### src/orcm_pkg.sv
// Shared constants for the over-range and auxiliary clock pin block.
// Assumes a 32-bit Avalon-MM slave with byte addresses and a single 250 MHz clock.
package orcm_pkg;
  localparam int DATA_W = 32;
  localparam int ADDR_W = 5;
  localparam int SEL_W = 2;
  localparam int CH_N = 4;
  localparam int PIN_N = 7;

  // Register byte offsets
  localparam logic [ADDR_W-1:0] REG_CTRL = 5'h00;
  localparam logic [ADDR_W-1:0] REG_THRESH = 5'h04;
  localparam logic [ADDR_W-1:0] REG_MIN_PULSE = 5'h08;
  localparam logic [ADDR_W-1:0] REG_STATUS = 5'h0c;
  localparam logic [ADDR_W-1:0] REG_MASK = 5'h10;
  localparam logic [ADDR_W-1:0] REG_PINS = 5'h14;

  // Control register fields
  localparam int CTRL_OVERRIDE = 0;
  localparam int CTRL_CLK_DIS = 1;
  localparam int CTRL_C_SEL_LO = 2;
  localparam int CTRL_D_SEL_LO = 4;

  // Pin state register fields
  localparam int PINS_CFG_LO = 0;
  localparam int PINS_PLL = 2;
  localparam int PINS_PD = 3;
  localparam int PINS_SE_SEL = 4;
  localparam int PINS_C_ON = 5;
  localparam int PINS_D_ON = 6;

  // Index of each pin in the synchroniser vector
  localparam int PIN_CFG0 = 0;
  localparam int PIN_CFG1 = 1;
  localparam int PIN_PLL = 2;
  localparam int PIN_PD = 3;
  localparam int PIN_SE_SEL = 4;
  localparam int PIN_REF_DIFF = 5;
  localparam int PIN_REF_SE = 6;

  // Clock selection codes on the two-bit select
  localparam logic [SEL_W-1:0] SEL_FLAG = 2'h0;
  localparam logic [SEL_W-1:0] SEL_COPY = 2'h1;
  localparam logic [SEL_W-1:0] SEL_DIV2 = 2'h2;
  localparam logic [SEL_W-1:0] SEL_DIV4 = 2'h3;

  // Reset values
  localparam logic [15:0] THRESH_RST = 16'h0f00;
  localparam logic [15:0] MIN_PULSE_RST = 16'h0004;
  localparam logic [SEL_W-1:0] SEL_RST = 2'h0;
  localparam logic [CH_N-1:0] STATUS_RST = 4'h0;
  localparam logic [CH_N-1:0] MASK_RST = 4'h0;
endpackage : orcm_pkg

### src/orcm_stretch.sv
// One channel of fast over-range detection with minimum pulse length.
// Assumes the sample magnitude comes from logic on the same clock.
`timescale 1ns/1ps
module orcm_stretch #(
  parameter int SAMPLE_W = 12,
  parameter int PULSE_W = 16
) (
  input wire logic clock,
  input wire logic rst_n,
  input wire logic enable,
  input wire logic [SAMPLE_W-1:0] sample_mag,
  input wire logic [SAMPLE_W-1:0] threshold,
  input wire logic [PULSE_W-1:0] min_pulse,
  output logic flag
);
  typedef struct packed {
    logic flag;
    logic [PULSE_W-1:0] cnt;
    logic [PULSE_W-1:0] hi_cnt;
  } orcm_stretch_t;

  orcm_stretch_t s;
  orcm_stretch_t next_s;
  logic exceed;

  assign exceed = enable && (sample_mag > threshold);

  always_comb begin
    next_s = s;
    if (exceed) begin
      next_s.flag = 1'b1;
      // Restart the hold on every new crossing so the pulse stretches
      next_s.cnt = (min_pulse == '0) ? '0 : min_pulse - PULSE_W'(1);
    end else if (s.cnt != '0) begin
      next_s.cnt = s.cnt - PULSE_W'(1);
    end else begin
      next_s.flag = 1'b0;
    end
    if (s.flag && (s.hi_cnt != '1)) begin
      next_s.hi_cnt = s.hi_cnt + PULSE_W'(1);
    end else if (!s.flag) begin
      next_s.hi_cnt = '0;
    end
  end

  always_ff @(posedge clock or negedge rst_n) begin
    if (!rst_n) begin
      s <= '0;
    end else begin
      s <= next_s;
    end
  end

  assign flag = s.flag;

  flag_follows_a: assert property (@(posedge clock) disable iff (!rst_n)
    exceed |=> flag)
    else $error("over-range flag did not rise after threshold crossing");

  min_pulse_a: assert property (@(posedge clock) disable iff (!rst_n)
    $fell(s.flag) |-> (int'($past(s.hi_cnt)) + 1 >= int'($past(min_pulse))))
    else $error("over-range pulse shorter than programmed minimum");
endmodule : orcm_stretch

### src/orcm_divider.sv
// Divide-by-2 and divide-by-4 copies of the repeated reference clock.
// Assumes ref_edge is a one-cycle pulse per rising edge of the reference level.
`timescale 1ns/1ps
module orcm_divider (
  input wire logic clock,
  input wire logic rst_n,
  input wire logic ref_edge,
  output logic div2,
  output logic div4
);
  typedef struct packed {
    logic [1:0] cnt;
  } orcm_div_t;

  orcm_div_t s;
  orcm_div_t next_s;

  always_comb begin
    next_s = s;
    if (ref_edge) begin
      // A binary count gives equal high and low times on both outputs
      next_s.cnt = s.cnt + 2'h1;
    end
  end

  always_ff @(posedge clock or negedge rst_n) begin
    if (!rst_n) begin
      s <= '0;
    end else begin
      s <= next_s;
    end
  end

  assign div2 = s.cnt[0];
  assign div4 = s.cnt[1];

  div_steady_a: assert property (@(posedge clock) disable iff (!rst_n)
    !ref_edge |=> $stable(s.cnt))
    else $error("divided clock moved without a reference edge");
endmodule : orcm_divider

### src/orcm_top.sv
// Over-range status pins with optional auxiliary clock outputs on channels C and D.
// Assumes pins are asynchronous and sampled here; samples come from the local clock.
//
// Register access over Avalon-MM and the placing of the registers were chosen for this implementation.
`timescale 1ns/1ps
module orcm_top #(
  parameter int NUM_CHANNELS = 4,
  parameter int SAMPLE_W = 12,
  parameter int PULSE_W = 16
) (
  input wire logic clock,
  input wire logic rst_n,
  input wire logic [orcm_pkg::ADDR_W-1:0] avs_address,
  input wire logic avs_read,
  input wire logic avs_write,
  input wire logic [orcm_pkg::DATA_W-1:0] avs_writedata,
  input wire logic [3:0] avs_byteenable,
  output logic [orcm_pkg::DATA_W-1:0] avs_readdata,
  output logic avs_waitrequest,
  output logic irq,
  input wire logic [SAMPLE_W-1:0] sample_mag_ch_a,
  input wire logic [SAMPLE_W-1:0] sample_mag_ch_b,
  input wire logic [SAMPLE_W-1:0] sample_mag_ch_c,
  input wire logic [SAMPLE_W-1:0] sample_mag_ch_d,
  input wire logic [orcm_pkg::SEL_W-1:0] aux_clock_select,
  input wire logic pll_enable_pin,
  input wire logic power_down_pin,
  input wire logic ref_select_se_pin,
  input wire logic ref_clock_diff,
  input wire logic ref_clock_se,
  output logic ref_clock_repeater_out,
  output logic overrange_flag_ch_a,
  output logic overrange_flag_ch_b,
  output logic overrange_or_clk_ch_c,
  output logic overrange_or_clk_ch_d
);
  localparam int DW = orcm_pkg::DATA_W;
  localparam int SW = orcm_pkg::SEL_W;
  localparam int CN = orcm_pkg::CH_N;
  localparam int PN = orcm_pkg::PIN_N;

  typedef struct packed {
    logic [PN-1:0] meta;
    logic [PN-1:0] sync;
    logic ref_prev;
    logic override_en;
    logic clk_disable;
    logic [SW-1:0] c_sel_reg;
    logic [SW-1:0] d_sel_reg;
    logic [SAMPLE_W-1:0] threshold;
    logic [PULSE_W-1:0] min_pulse;
    logic [CN-1:0] status;
    logic [CN-1:0] mask;
    logic [CN-1:0] flag_prev;
    logic served;
    logic [DW-1:0] readdata;
    logic rep_out;
    logic out_c;
    logic out_d;
  } orcm_top_t;

  orcm_top_t s;
  orcm_top_t next_s;

  logic flag_a;
  logic flag_b;
  logic flag_c;
  logic flag_d;
  logic div2;
  logic div4;
  logic pll_s;
  logic pd_s;
  logic ref_lvl;
  logic ref_edge;
  logic allowed;
  logic [SW-1:0] pin_cfg;
  logic [SW-1:0] c_sel;
  logic [SW-1:0] d_sel;
  logic c_on;
  logic d_on;
  logic req;
  logic accept;
  logic [DW-1:0] wmask;
  logic [DW-1:0] rd_mux;
  logic [DW-1:0] ctrl_word;
  logic [DW-1:0] ctrl_new;
  logic [DW-1:0] thr_new;
  logic [DW-1:0] mp_new;
  logic [DW-1:0] mask_new;
  logic [CN-1:0] flags;
  logic [CN-1:0] rise;
  logic [CN-1:0] clr;

  orcm_stretch #(.SAMPLE_W(SAMPLE_W), .PULSE_W(PULSE_W)) u_str_a (
    .clock(clock),
    .rst_n(rst_n),
    .enable(1'b1),
    .sample_mag(sample_mag_ch_a),
    .threshold(s.threshold),
    .min_pulse(s.min_pulse),
    .flag(flag_a)
  );

  orcm_stretch #(.SAMPLE_W(SAMPLE_W), .PULSE_W(PULSE_W)) u_str_b (
    .clock(clock),
    .rst_n(rst_n),
    .enable(NUM_CHANNELS >= 2),
    .sample_mag(sample_mag_ch_b),
    .threshold(s.threshold),
    .min_pulse(s.min_pulse),
    .flag(flag_b)
  );

  orcm_stretch #(.SAMPLE_W(SAMPLE_W), .PULSE_W(PULSE_W)) u_str_c (
    .clock(clock),
    .rst_n(rst_n),
    .enable(NUM_CHANNELS >= 4),
    .sample_mag(sample_mag_ch_c),
    .threshold(s.threshold),
    .min_pulse(s.min_pulse),
    .flag(flag_c)
  );

  orcm_stretch #(.SAMPLE_W(SAMPLE_W), .PULSE_W(PULSE_W)) u_str_d (
    .clock(clock),
    .rst_n(rst_n),
    .enable(NUM_CHANNELS >= 4),
    .sample_mag(sample_mag_ch_d),
    .threshold(s.threshold),
    .min_pulse(s.min_pulse),
    .flag(flag_d)
  );

  orcm_divider u_div (
    .clock(clock),
    .rst_n(rst_n),
    .ref_edge(ref_edge & allowed),
    .div2(div2),
    .div4(div4)
  );

  function automatic logic pick_clock(input logic [SW-1:0] sel, input logic lvl,
                                      input logic d2, input logic d4);
    logic r;
    r = 1'b0;
    case (sel)
      orcm_pkg::SEL_COPY: r = lvl;
      orcm_pkg::SEL_DIV2: r = d2;
      orcm_pkg::SEL_DIV4: r = d4;
      default: r = 1'b0;
    endcase
    return r;
  endfunction : pick_clock

  // Pin decode and clock routing
  always_comb begin
    pll_s = s.sync[orcm_pkg::PIN_PLL];
    pd_s = s.sync[orcm_pkg::PIN_PD];
    pin_cfg = {s.sync[orcm_pkg::PIN_CFG1], s.sync[orcm_pkg::PIN_CFG0]};
    ref_lvl = s.sync[orcm_pkg::PIN_SE_SEL] ? s.sync[orcm_pkg::PIN_REF_SE]
                                           : s.sync[orcm_pkg::PIN_REF_DIFF];
    ref_edge = ref_lvl & ~s.ref_prev;
    allowed = pll_s & ~pd_s;
    c_sel = s.override_en ? s.c_sel_reg : pin_cfg;
    // Pins alone can only ask for an undivided copy on D
    d_sel = s.override_en ? s.d_sel_reg
          : ((pin_cfg != orcm_pkg::SEL_FLAG) ? orcm_pkg::SEL_COPY : orcm_pkg::SEL_FLAG);
    if (s.clk_disable) begin
      c_sel = orcm_pkg::SEL_FLAG;
      d_sel = orcm_pkg::SEL_FLAG;
    end
    c_on = allowed && (c_sel != orcm_pkg::SEL_FLAG);
    d_on = c_on && (d_sel != orcm_pkg::SEL_FLAG);
  end

  // Register bus decode
  always_comb begin
    req = avs_read | avs_write;
    accept = req & s.served;
    wmask = {{8{avs_byteenable[3]}}, {8{avs_byteenable[2]}},
             {8{avs_byteenable[1]}}, {8{avs_byteenable[0]}}};
    ctrl_word = '0;
    ctrl_word[orcm_pkg::CTRL_OVERRIDE] = s.override_en;
    ctrl_word[orcm_pkg::CTRL_CLK_DIS] = s.clk_disable;
    ctrl_word[orcm_pkg::CTRL_C_SEL_LO +: SW] = s.c_sel_reg;
    ctrl_word[orcm_pkg::CTRL_D_SEL_LO +: SW] = s.d_sel_reg;
    ctrl_new = (ctrl_word & ~wmask) | (avs_writedata & wmask);
    thr_new = (DW'(s.threshold) & ~wmask) | (avs_writedata & wmask);
    mp_new = (DW'(s.min_pulse) & ~wmask) | (avs_writedata & wmask);
    mask_new = (DW'(s.mask) & ~wmask) | (avs_writedata & wmask);
    rd_mux = '0;
    case (avs_address)
      orcm_pkg::REG_CTRL: rd_mux = ctrl_word;
      orcm_pkg::REG_THRESH: rd_mux = DW'(s.threshold);
      orcm_pkg::REG_MIN_PULSE: rd_mux = DW'(s.min_pulse);
      orcm_pkg::REG_STATUS: rd_mux = DW'(s.status);
      orcm_pkg::REG_MASK: rd_mux = DW'(s.mask);
      orcm_pkg::REG_PINS: begin
        rd_mux[orcm_pkg::PINS_CFG_LO +: SW] = pin_cfg;
        rd_mux[orcm_pkg::PINS_PLL] = pll_s;
        rd_mux[orcm_pkg::PINS_PD] = pd_s;
        rd_mux[orcm_pkg::PINS_SE_SEL] = s.sync[orcm_pkg::PIN_SE_SEL];
        rd_mux[orcm_pkg::PINS_C_ON] = c_on;
        rd_mux[orcm_pkg::PINS_D_ON] = d_on;
      end
      default: rd_mux = '0;
    endcase
  end

  always_comb begin
    next_s = s;
    next_s.meta = {ref_clock_se, ref_clock_diff, ref_select_se_pin, power_down_pin,
                   pll_enable_pin, aux_clock_select};
    next_s.sync = s.meta;
    next_s.ref_prev = ref_lvl;
    flags = {flag_d, flag_c, flag_b, flag_a};
    next_s.flag_prev = flags;
    rise = flags & ~s.flag_prev;
    // Only bits that the read returned are cleared, so a new event is never lost
    clr = (accept && avs_read && (avs_address == orcm_pkg::REG_STATUS))
        ? s.readdata[CN-1:0] : '0;
    next_s.status = (s.status & ~clr) | rise;
    next_s.served = req & ~s.served;
    if (req && !s.served && avs_read) begin
      next_s.readdata = rd_mux;
    end
    if (accept && avs_write) begin
      case (avs_address)
        orcm_pkg::REG_CTRL: begin
          next_s.override_en = ctrl_new[orcm_pkg::CTRL_OVERRIDE];
          next_s.clk_disable = ctrl_new[orcm_pkg::CTRL_CLK_DIS];
          next_s.c_sel_reg = ctrl_new[orcm_pkg::CTRL_C_SEL_LO +: SW];
          next_s.d_sel_reg = ctrl_new[orcm_pkg::CTRL_D_SEL_LO +: SW];
        end
        orcm_pkg::REG_THRESH: next_s.threshold = thr_new[SAMPLE_W-1:0];
        orcm_pkg::REG_MIN_PULSE: next_s.min_pulse = mp_new[PULSE_W-1:0];
        orcm_pkg::REG_MASK: next_s.mask = mask_new[CN-1:0];
        default: next_s.mask = s.mask;
      endcase
    end
    next_s.rep_out = allowed & ref_lvl;
    next_s.out_c = c_on ? pick_clock(c_sel, ref_lvl, div2, div4) : flag_c;
    next_s.out_d = d_on ? pick_clock(d_sel, ref_lvl, div2, div4) : flag_d;
    if (!allowed) begin
      next_s.out_c = (c_sel != orcm_pkg::SEL_FLAG) ? 1'b0 : flag_c;
      next_s.out_d = (c_sel != orcm_pkg::SEL_FLAG) ? 1'b0 : flag_d;
    end
  end

  always_ff @(posedge clock or negedge rst_n) begin
    if (!rst_n) begin
      s <= '0;
      s.c_sel_reg <= orcm_pkg::SEL_RST;
      s.d_sel_reg <= orcm_pkg::SEL_RST;
      s.threshold <= orcm_pkg::THRESH_RST[SAMPLE_W-1:0];
      s.min_pulse <= orcm_pkg::MIN_PULSE_RST[PULSE_W-1:0];
      s.status <= orcm_pkg::STATUS_RST;
      s.mask <= orcm_pkg::MASK_RST;
    end else begin
      s <= next_s;
    end
  end

  assign avs_waitrequest = req & ~s.served;
  assign avs_readdata = s.readdata;
  assign irq = |(s.status & s.mask);
  assign ref_clock_repeater_out = s.rep_out;
  assign overrange_flag_ch_a = flag_a;
  assign overrange_flag_ch_b = flag_b;
  assign overrange_or_clk_ch_c = s.out_c;
  assign overrange_or_clk_ch_d = s.out_d;

  ch_b_unused_a: assert property (@(posedge clock) disable iff (!rst_n)
    (NUM_CHANNELS < 2) |-> !overrange_flag_ch_b)
    else $error("channel B flag active in single channel variant");

  ch_cd_unused_a: assert property (@(posedge clock) disable iff (!rst_n)
    ((NUM_CHANNELS < 4) && !c_on && !d_on) |=> !overrange_or_clk_ch_c && !overrange_or_clk_ch_d)
    else $error("channel C or D flag active outside quad variant");

  c_flag_mode_a: assert property (@(posedge clock) disable iff (!rst_n)
    (c_sel == orcm_pkg::SEL_FLAG) |=> (overrange_or_clk_ch_c == $past(flag_c)))
    else $error("channel C pin not carrying its over-range flag");

  c_needs_pll_a: assert property (@(posedge clock) disable iff (!rst_n)
    (!pll_s && (c_sel != orcm_pkg::SEL_FLAG)) |=> !overrange_or_clk_ch_c)
    else $error("channel C clock driven without PLL enable");

  c_copy_clk_a: assert property (@(posedge clock) disable iff (!rst_n)
    (c_on && (c_sel == orcm_pkg::SEL_COPY)) |=> (overrange_or_clk_ch_c == $past(ref_lvl)))
    else $error("channel C undivided copy does not follow reference");

  c_div4_clk_a: assert property (@(posedge clock) disable iff (!rst_n)
    (c_on && (c_sel == orcm_pkg::SEL_DIV4)) |=> (overrange_or_clk_ch_c == $past(div4)))
    else $error("channel C divide-by-four not selected");

  d_pin_copy_a: assert property (@(posedge clock) disable iff (!rst_n)
    (!s.override_en && !s.clk_disable && allowed && (pin_cfg != orcm_pkg::SEL_FLAG))
      |-> d_on && (d_sel == orcm_pkg::SEL_COPY))
    else $error("configuration pins did not give D an undivided copy");

  d_with_c_a: assert property (@(posedge clock) disable iff (!rst_n)
    d_on |-> c_on)
    else $error("channel D clock without channel C clock");

  pd_stops_clk_a: assert property (@(posedge clock) disable iff (!rst_n)
    (pd_s && (c_sel != orcm_pkg::SEL_FLAG)) |=> !ref_clock_repeater_out
      && !overrange_or_clk_ch_c && !overrange_or_clk_ch_d)
    else $error("clock outputs running during power-down");

  rep_select_a: assert property (@(posedge clock) disable iff (!rst_n)
    allowed |=> (ref_clock_repeater_out == $past(s.sync[orcm_pkg::PIN_SE_SEL]
      ? s.sync[orcm_pkg::PIN_REF_SE] : s.sync[orcm_pkg::PIN_REF_DIFF])))
    else $error("repeater output does not follow selected reference");
endmodule : orcm_top

### config.mk
export PLATFORM = sky130hd
export DESIGN_NAME = orcm_top
export DESIGN_NICKNAME = d
export VERILOG_FILES = /design/src/orcm_pkg.sv /design/src/orcm_stretch.sv /design/src/orcm_divider.sv /design/src/orcm_top.sv
export SDC_FILE = /design/constraint.sdc
export NUM_CORES = 1
export LEC_CHECK = 0
export ABC_AREA = 1
export ABC_CLOCK_PERIOD_IN_PS = 2450
export BUFFER_PORTS_ARGS = -buffer_cell sky130_fd_sc_hd__buf_2
export CAP_MARGIN = 10
export CORE_MARGIN = 2
export CORE_UTILIZATION = 30
export CTS_CLUSTER_DIAMETER = 120
export DETAILED_ROUTE_END_ITERATION = 8
export SYNTH_ARGS = -nofsm -noshare
export SYNTH_HDL_FRONTEND = slang
export SYNTH_SLANG_ARGS = --single-unit
### constraint.sdc
create_clock -name clock -period 2.45 [get_ports clock]
set_input_delay 0 -clock clock [delete_from_list [all_inputs] [get_ports clock]]
set_output_delay 0 -clock clock [all_outputs]
set_load 0.05 [all_outputs]
# Word level (Yosys, flattened, before mapping)
# Index checks and enable logic that the tools add are counted.
# op_classes
add_sub_neg	6
order_cmp	4
eq_ne	15
n_mux	29
n_bitwise	26
reduce_logical	26
# ops
op	count
$mux 16	5
$sub 16x1->16 const B	5
$mux 17	4
$reduce_bool 16->1	4
$gt 12x12->1	4
$pmux 7 s6	1
$and 16x16->16	2
$pmux 9 s2	1
$and 4x4->4	4
$logic_not 16->1	1
$not 16->16	1
$or 16x16->16	1
$reduce_bool 2->1	7
$and 12x12->12	1
$or 12x12->12	1
$eq 5x4->1 const B	2
$eq 5x5->1 const B	2
$mux 1	10
$mux 2	5
$eq 2x2->1 const B	4
$ne 2x1->1 const B	4
$not 4->4	2
$or 4x4->4	2
$reduce_and 2->1	4
14 further kinds	29
# word_totals
ff_bits	167
inputBits	100

# Logic depth before layout (Yosys ltp)
# depth
word_depth	8
mapped_depth	14
ltp_nobuf	14

# Cells and area by module
# Synthesis repeated with hierarchy kept, for this count alone.
# hier_totals
hier_cells	1631
area_unflattened_um2	11415.9
# by_module_without_submodules
mod	instances	cells_each	area_per_inst_um2	seq_area_each_um2
orcm_stretch at u_str_b ...	3	300	1884.3	425.4
orcm_top	1	427	3748.6	2033.2
orcm_stretch at u_str_a	1	294	1930.6	425.4
orcm_divider	1	10	83.8	50.0

# Least setup slack after synthesis
# Ideal clock, no wire load.
# synth_path
path_type	reg2reg
startpoint	reg with a tool-made name
endpoint	reg u_str_b.s[17] (netlist name)
setup_time_ns	0.125
arrival_time_ns	1.728
required_time_ns	2.325
slack_ns	0.597
stages_incl_launch_ff	13
path_buffers	1
synth_period_minus_slack_ns	1.853
path_cell_list	dfstp_2 -> inv_1 -> ha_1 -> nand2_1 -> nor2_1 -> and2_1 -> nand2_1 -> nand3_1 -> nand2_1 -> clkinv_2 -> buf_4 -> nand2_1 -> nand3_1
# synth_lines
item	line_no	text
to (signal assigned)	orcm_stretch.sv:50	s <= next_s;
to (decl)	orcm_stretch.sv:22	orcm_stretch_t s;

==> results.cfg <==
[detailed_routing]
via_per_inst = 4.60
drtIter0Drc = 521
drt-total-wl_um = 26300
wl_per_cell_um = 14.3
firstDrtPassIters = 6
antenna_left = 0
drc = 0
vias = 8489

[floorplan]
start_util_pct = 30.2
die_h_um = 182
dieArea_um2 = 33000
die_x_um = 182
io_pins = 139
num_rows = 65
core_area_um2 = 31300

[worst_setup_path]
startpoint_type = register
critPathTopFamily = simple AND/OR/NAND/NOR gates
path_buf_inv = 2
required_ps = 2800
cp-end-kind = register
worst_ep_arrival_time_ps = 2600
cpMostUsedCell = nand2_1
crit_type = register to register
path_cells = inv_1 > ha_1 > nand2_1 > nor2_1 > and2_1 > nand2_1 > nand3_2 > nand2_2 > inv_2 > nand2_1 > o21ai_0
slowest_delay_ps = 540
critical-path-slowest-cell = dfstp_2
critical_path.max_fanout = 15

[synth]
syn-instance-count = 1290
synth-async-reset-ratio_pct = 100
avgSynthCellArea_um2 = 7.33
yosys_warnings = 0
yosysTopAreaCell = dfrtp_1
synth.cell_area_um2 = 9460
synth.area.top_cells = dfrtp_1 39%, nand2_1 15%, ha_1 7.7%
ys_ff_latch = 151
synth_cell_types = 41
synth-edff-count = 0
yosysMostFrequentCell = nand2_1
synth_top_cell_area_share_pct = 38.6
yosys-top-cells-count = 383 x nand2_1, 160 x nor2_1, 149 x inv_1
yosys_most_used_dff = dfrtp_1
yosysSeqAreaShare_pct = 40.0

[job]
maxCapViolCount = 0

[timing]
clock_skew_ps = 13.3
finalSetupViolations = 0
fin_crit_ps = 2250
maxSlewViolCount = 0
tns_ps = 0
period_share_pct = 91.9
rsz0062_at_grt = no
fmax_mhz = 444
tightest_slew_ps = 702
holdWs_ps = 96.3
max_slew_margin_pct = 53.0
hold_violations = 0

[final_layout]
fin_nets = 1589
antenna_cells = 0
area_growth_pct = 19.0
drive_gt1_share_pct = 12.5

[clocking]
numCtsBuffers = 17
clock-root-buffer = clkbuf_16
cts_sinks = 151
clock_latency_ps = 440
clockBufferDepth = 2
cts_htree_levels = 4
clk_pin_slew_ps = 70
cts_tree = yes

[worst_hold_path]
hp-class = input pin to register

[pwr]
leakagePower_nw = 5.64
power_density_nw_per_um2 = 760
peakVddDrop_mv = 0.456

[global_routing]
grt_antenna_before_repair = 0
grt_overflow = 0
grt_max_degree = 62
grt_pass1_wl_um = 43200
first_global_vias = 8447
grt.total_usage_pct = 16.6

[status]
status = finished clean

[placed_design]
port_buffers = 104
place.gp.congestion = 0.892
dpl.hpwl_um = 20000
[stage by stage]
step / worst slack [ps] / utilization, % / std cells / instance area [um2] / total power [mW]
after floorplan: 597 / - / 1305 / 9520 / 5.17
after global placement: 280 / 33.2 / 1784 / 10400 / 5.94
after detailed placement: 199 / 33.2 / 1784 / 10400 / 5.99
after CTS: 204 / 35.9 / 1846 / 11300 / 8.61
after global routing: 1.06 / 35.9 / 1846 / 11300 / 9.17
final: 198 / 35.9 / 1846 / 11300 / 8.56
[logic make-up (layout without fill, tap and decap cells)]
group	count (synthesis)	in the layout	synth area share (%)
xor+xnor	51	51	4.72
flops	151	151	40.0
compound gates	141	141	7.84
other cells	1	16	0.0396
buf+inv	204	343	9.66
simple gates	684	684	30.1
fa+ha+maj	58	58	7.67
[layout make-up]
type	instances	area (um2)
multi-input combinational	950	4820
clock inverter	14	129
clock buffer	18	429
tap	402	503
fill	3271	20100
inverter	155	586
timing repair buffer	156	1000
sequential	151	3780
[tightest hold or removal path: stages]
cell and delay, ps:
buf_2 100, nor2_1 50, nand3_1 60, buf_4 200, o31ai_1 80
[report_power, final]
part | switching [mW] | internal [mW] | leakage [nW]
clock | 1.21 | 1.34 | 0.278
sequential | 0.436 | 2.97 | 1.78
combinational | 1.67 | 0.924 | 3.58
total | 3.32 | 5.24 | 5.64
[final timing paths]
path | from | to | slack, ps | cells past startpoint
min | avs_address[4] | avs_readdata[14]$_DFFE_PN0P_ | 100 | 5
min in group asynchronous | rst_n | u_str_b.s[23]$_DFFE_PN0P_ | 120 | 2
min reg2reg | next_s[83]$_DFF_PN0_ | pin_cfg[0]$_DFF_PN0_ | 350 | 0
max | register | u_str_d.s[18]$_DFFE_PN0P_ | 200 | 11
max in group asynchronous | rst_n | avs_readdata[6]$_DFFE_PN0P_ | 1540 | 3
max reg2reg | register | u_str_d.s[18]$_DFFE_PN0P_ | 200 | 11
[what timing repair did]
action,CTS,global route
setup buffers,0,0
hold buffers,30,0
gates resized for setup,0,2
setup endpoints to repair,0,2
hold endpoints to repair,103,0
[placed cells by master, fill, tap and decap left out, types with 2 or more instances in the layout]
master         Yosys  routed
nand3b_1           7       7
clkbuf_16          0      17
inv_1            149     149
inv_2              4       3
xnor2_1           19      19
a21oi_1           27      27
nand4_1           14      14
dfstp_2            5       5
o21ai_1            5       5
nor4_1             2       2
nand3_2            2       2
nor2_1           160     160
a31oi_1            5       5
nor2_2             5       5
o31ai_1            2       2
buf_2              6     103
nand2_2            1       2
xor2_1            32      32
a21o_1             4       4
o22ai_1            7       7
dfrtp_1          146     146
dlygate4sd3_1      0      30
nand2_1          383     382
inv_8              0       4
buf_4             37      21
clkinv_2           1       2
o21ai_0           89      89
inv_6              0       6
clkinv_4           0       3
and2_1             4       4
conb_1             1      16
nor3_1             8       8
ha_1              58      58
nand3_1           91      91
[layer usage]
layer	GRT usage, %	wire, um	up-vias
met2	28.8	12900	195
met5	0	0	-
met3	2.73	1160	43
met1	21.2	11700	3914
met4	5.01	575	0
li1	-	-	4337
No activity file was read; power rests on OpenSTA's default activity.
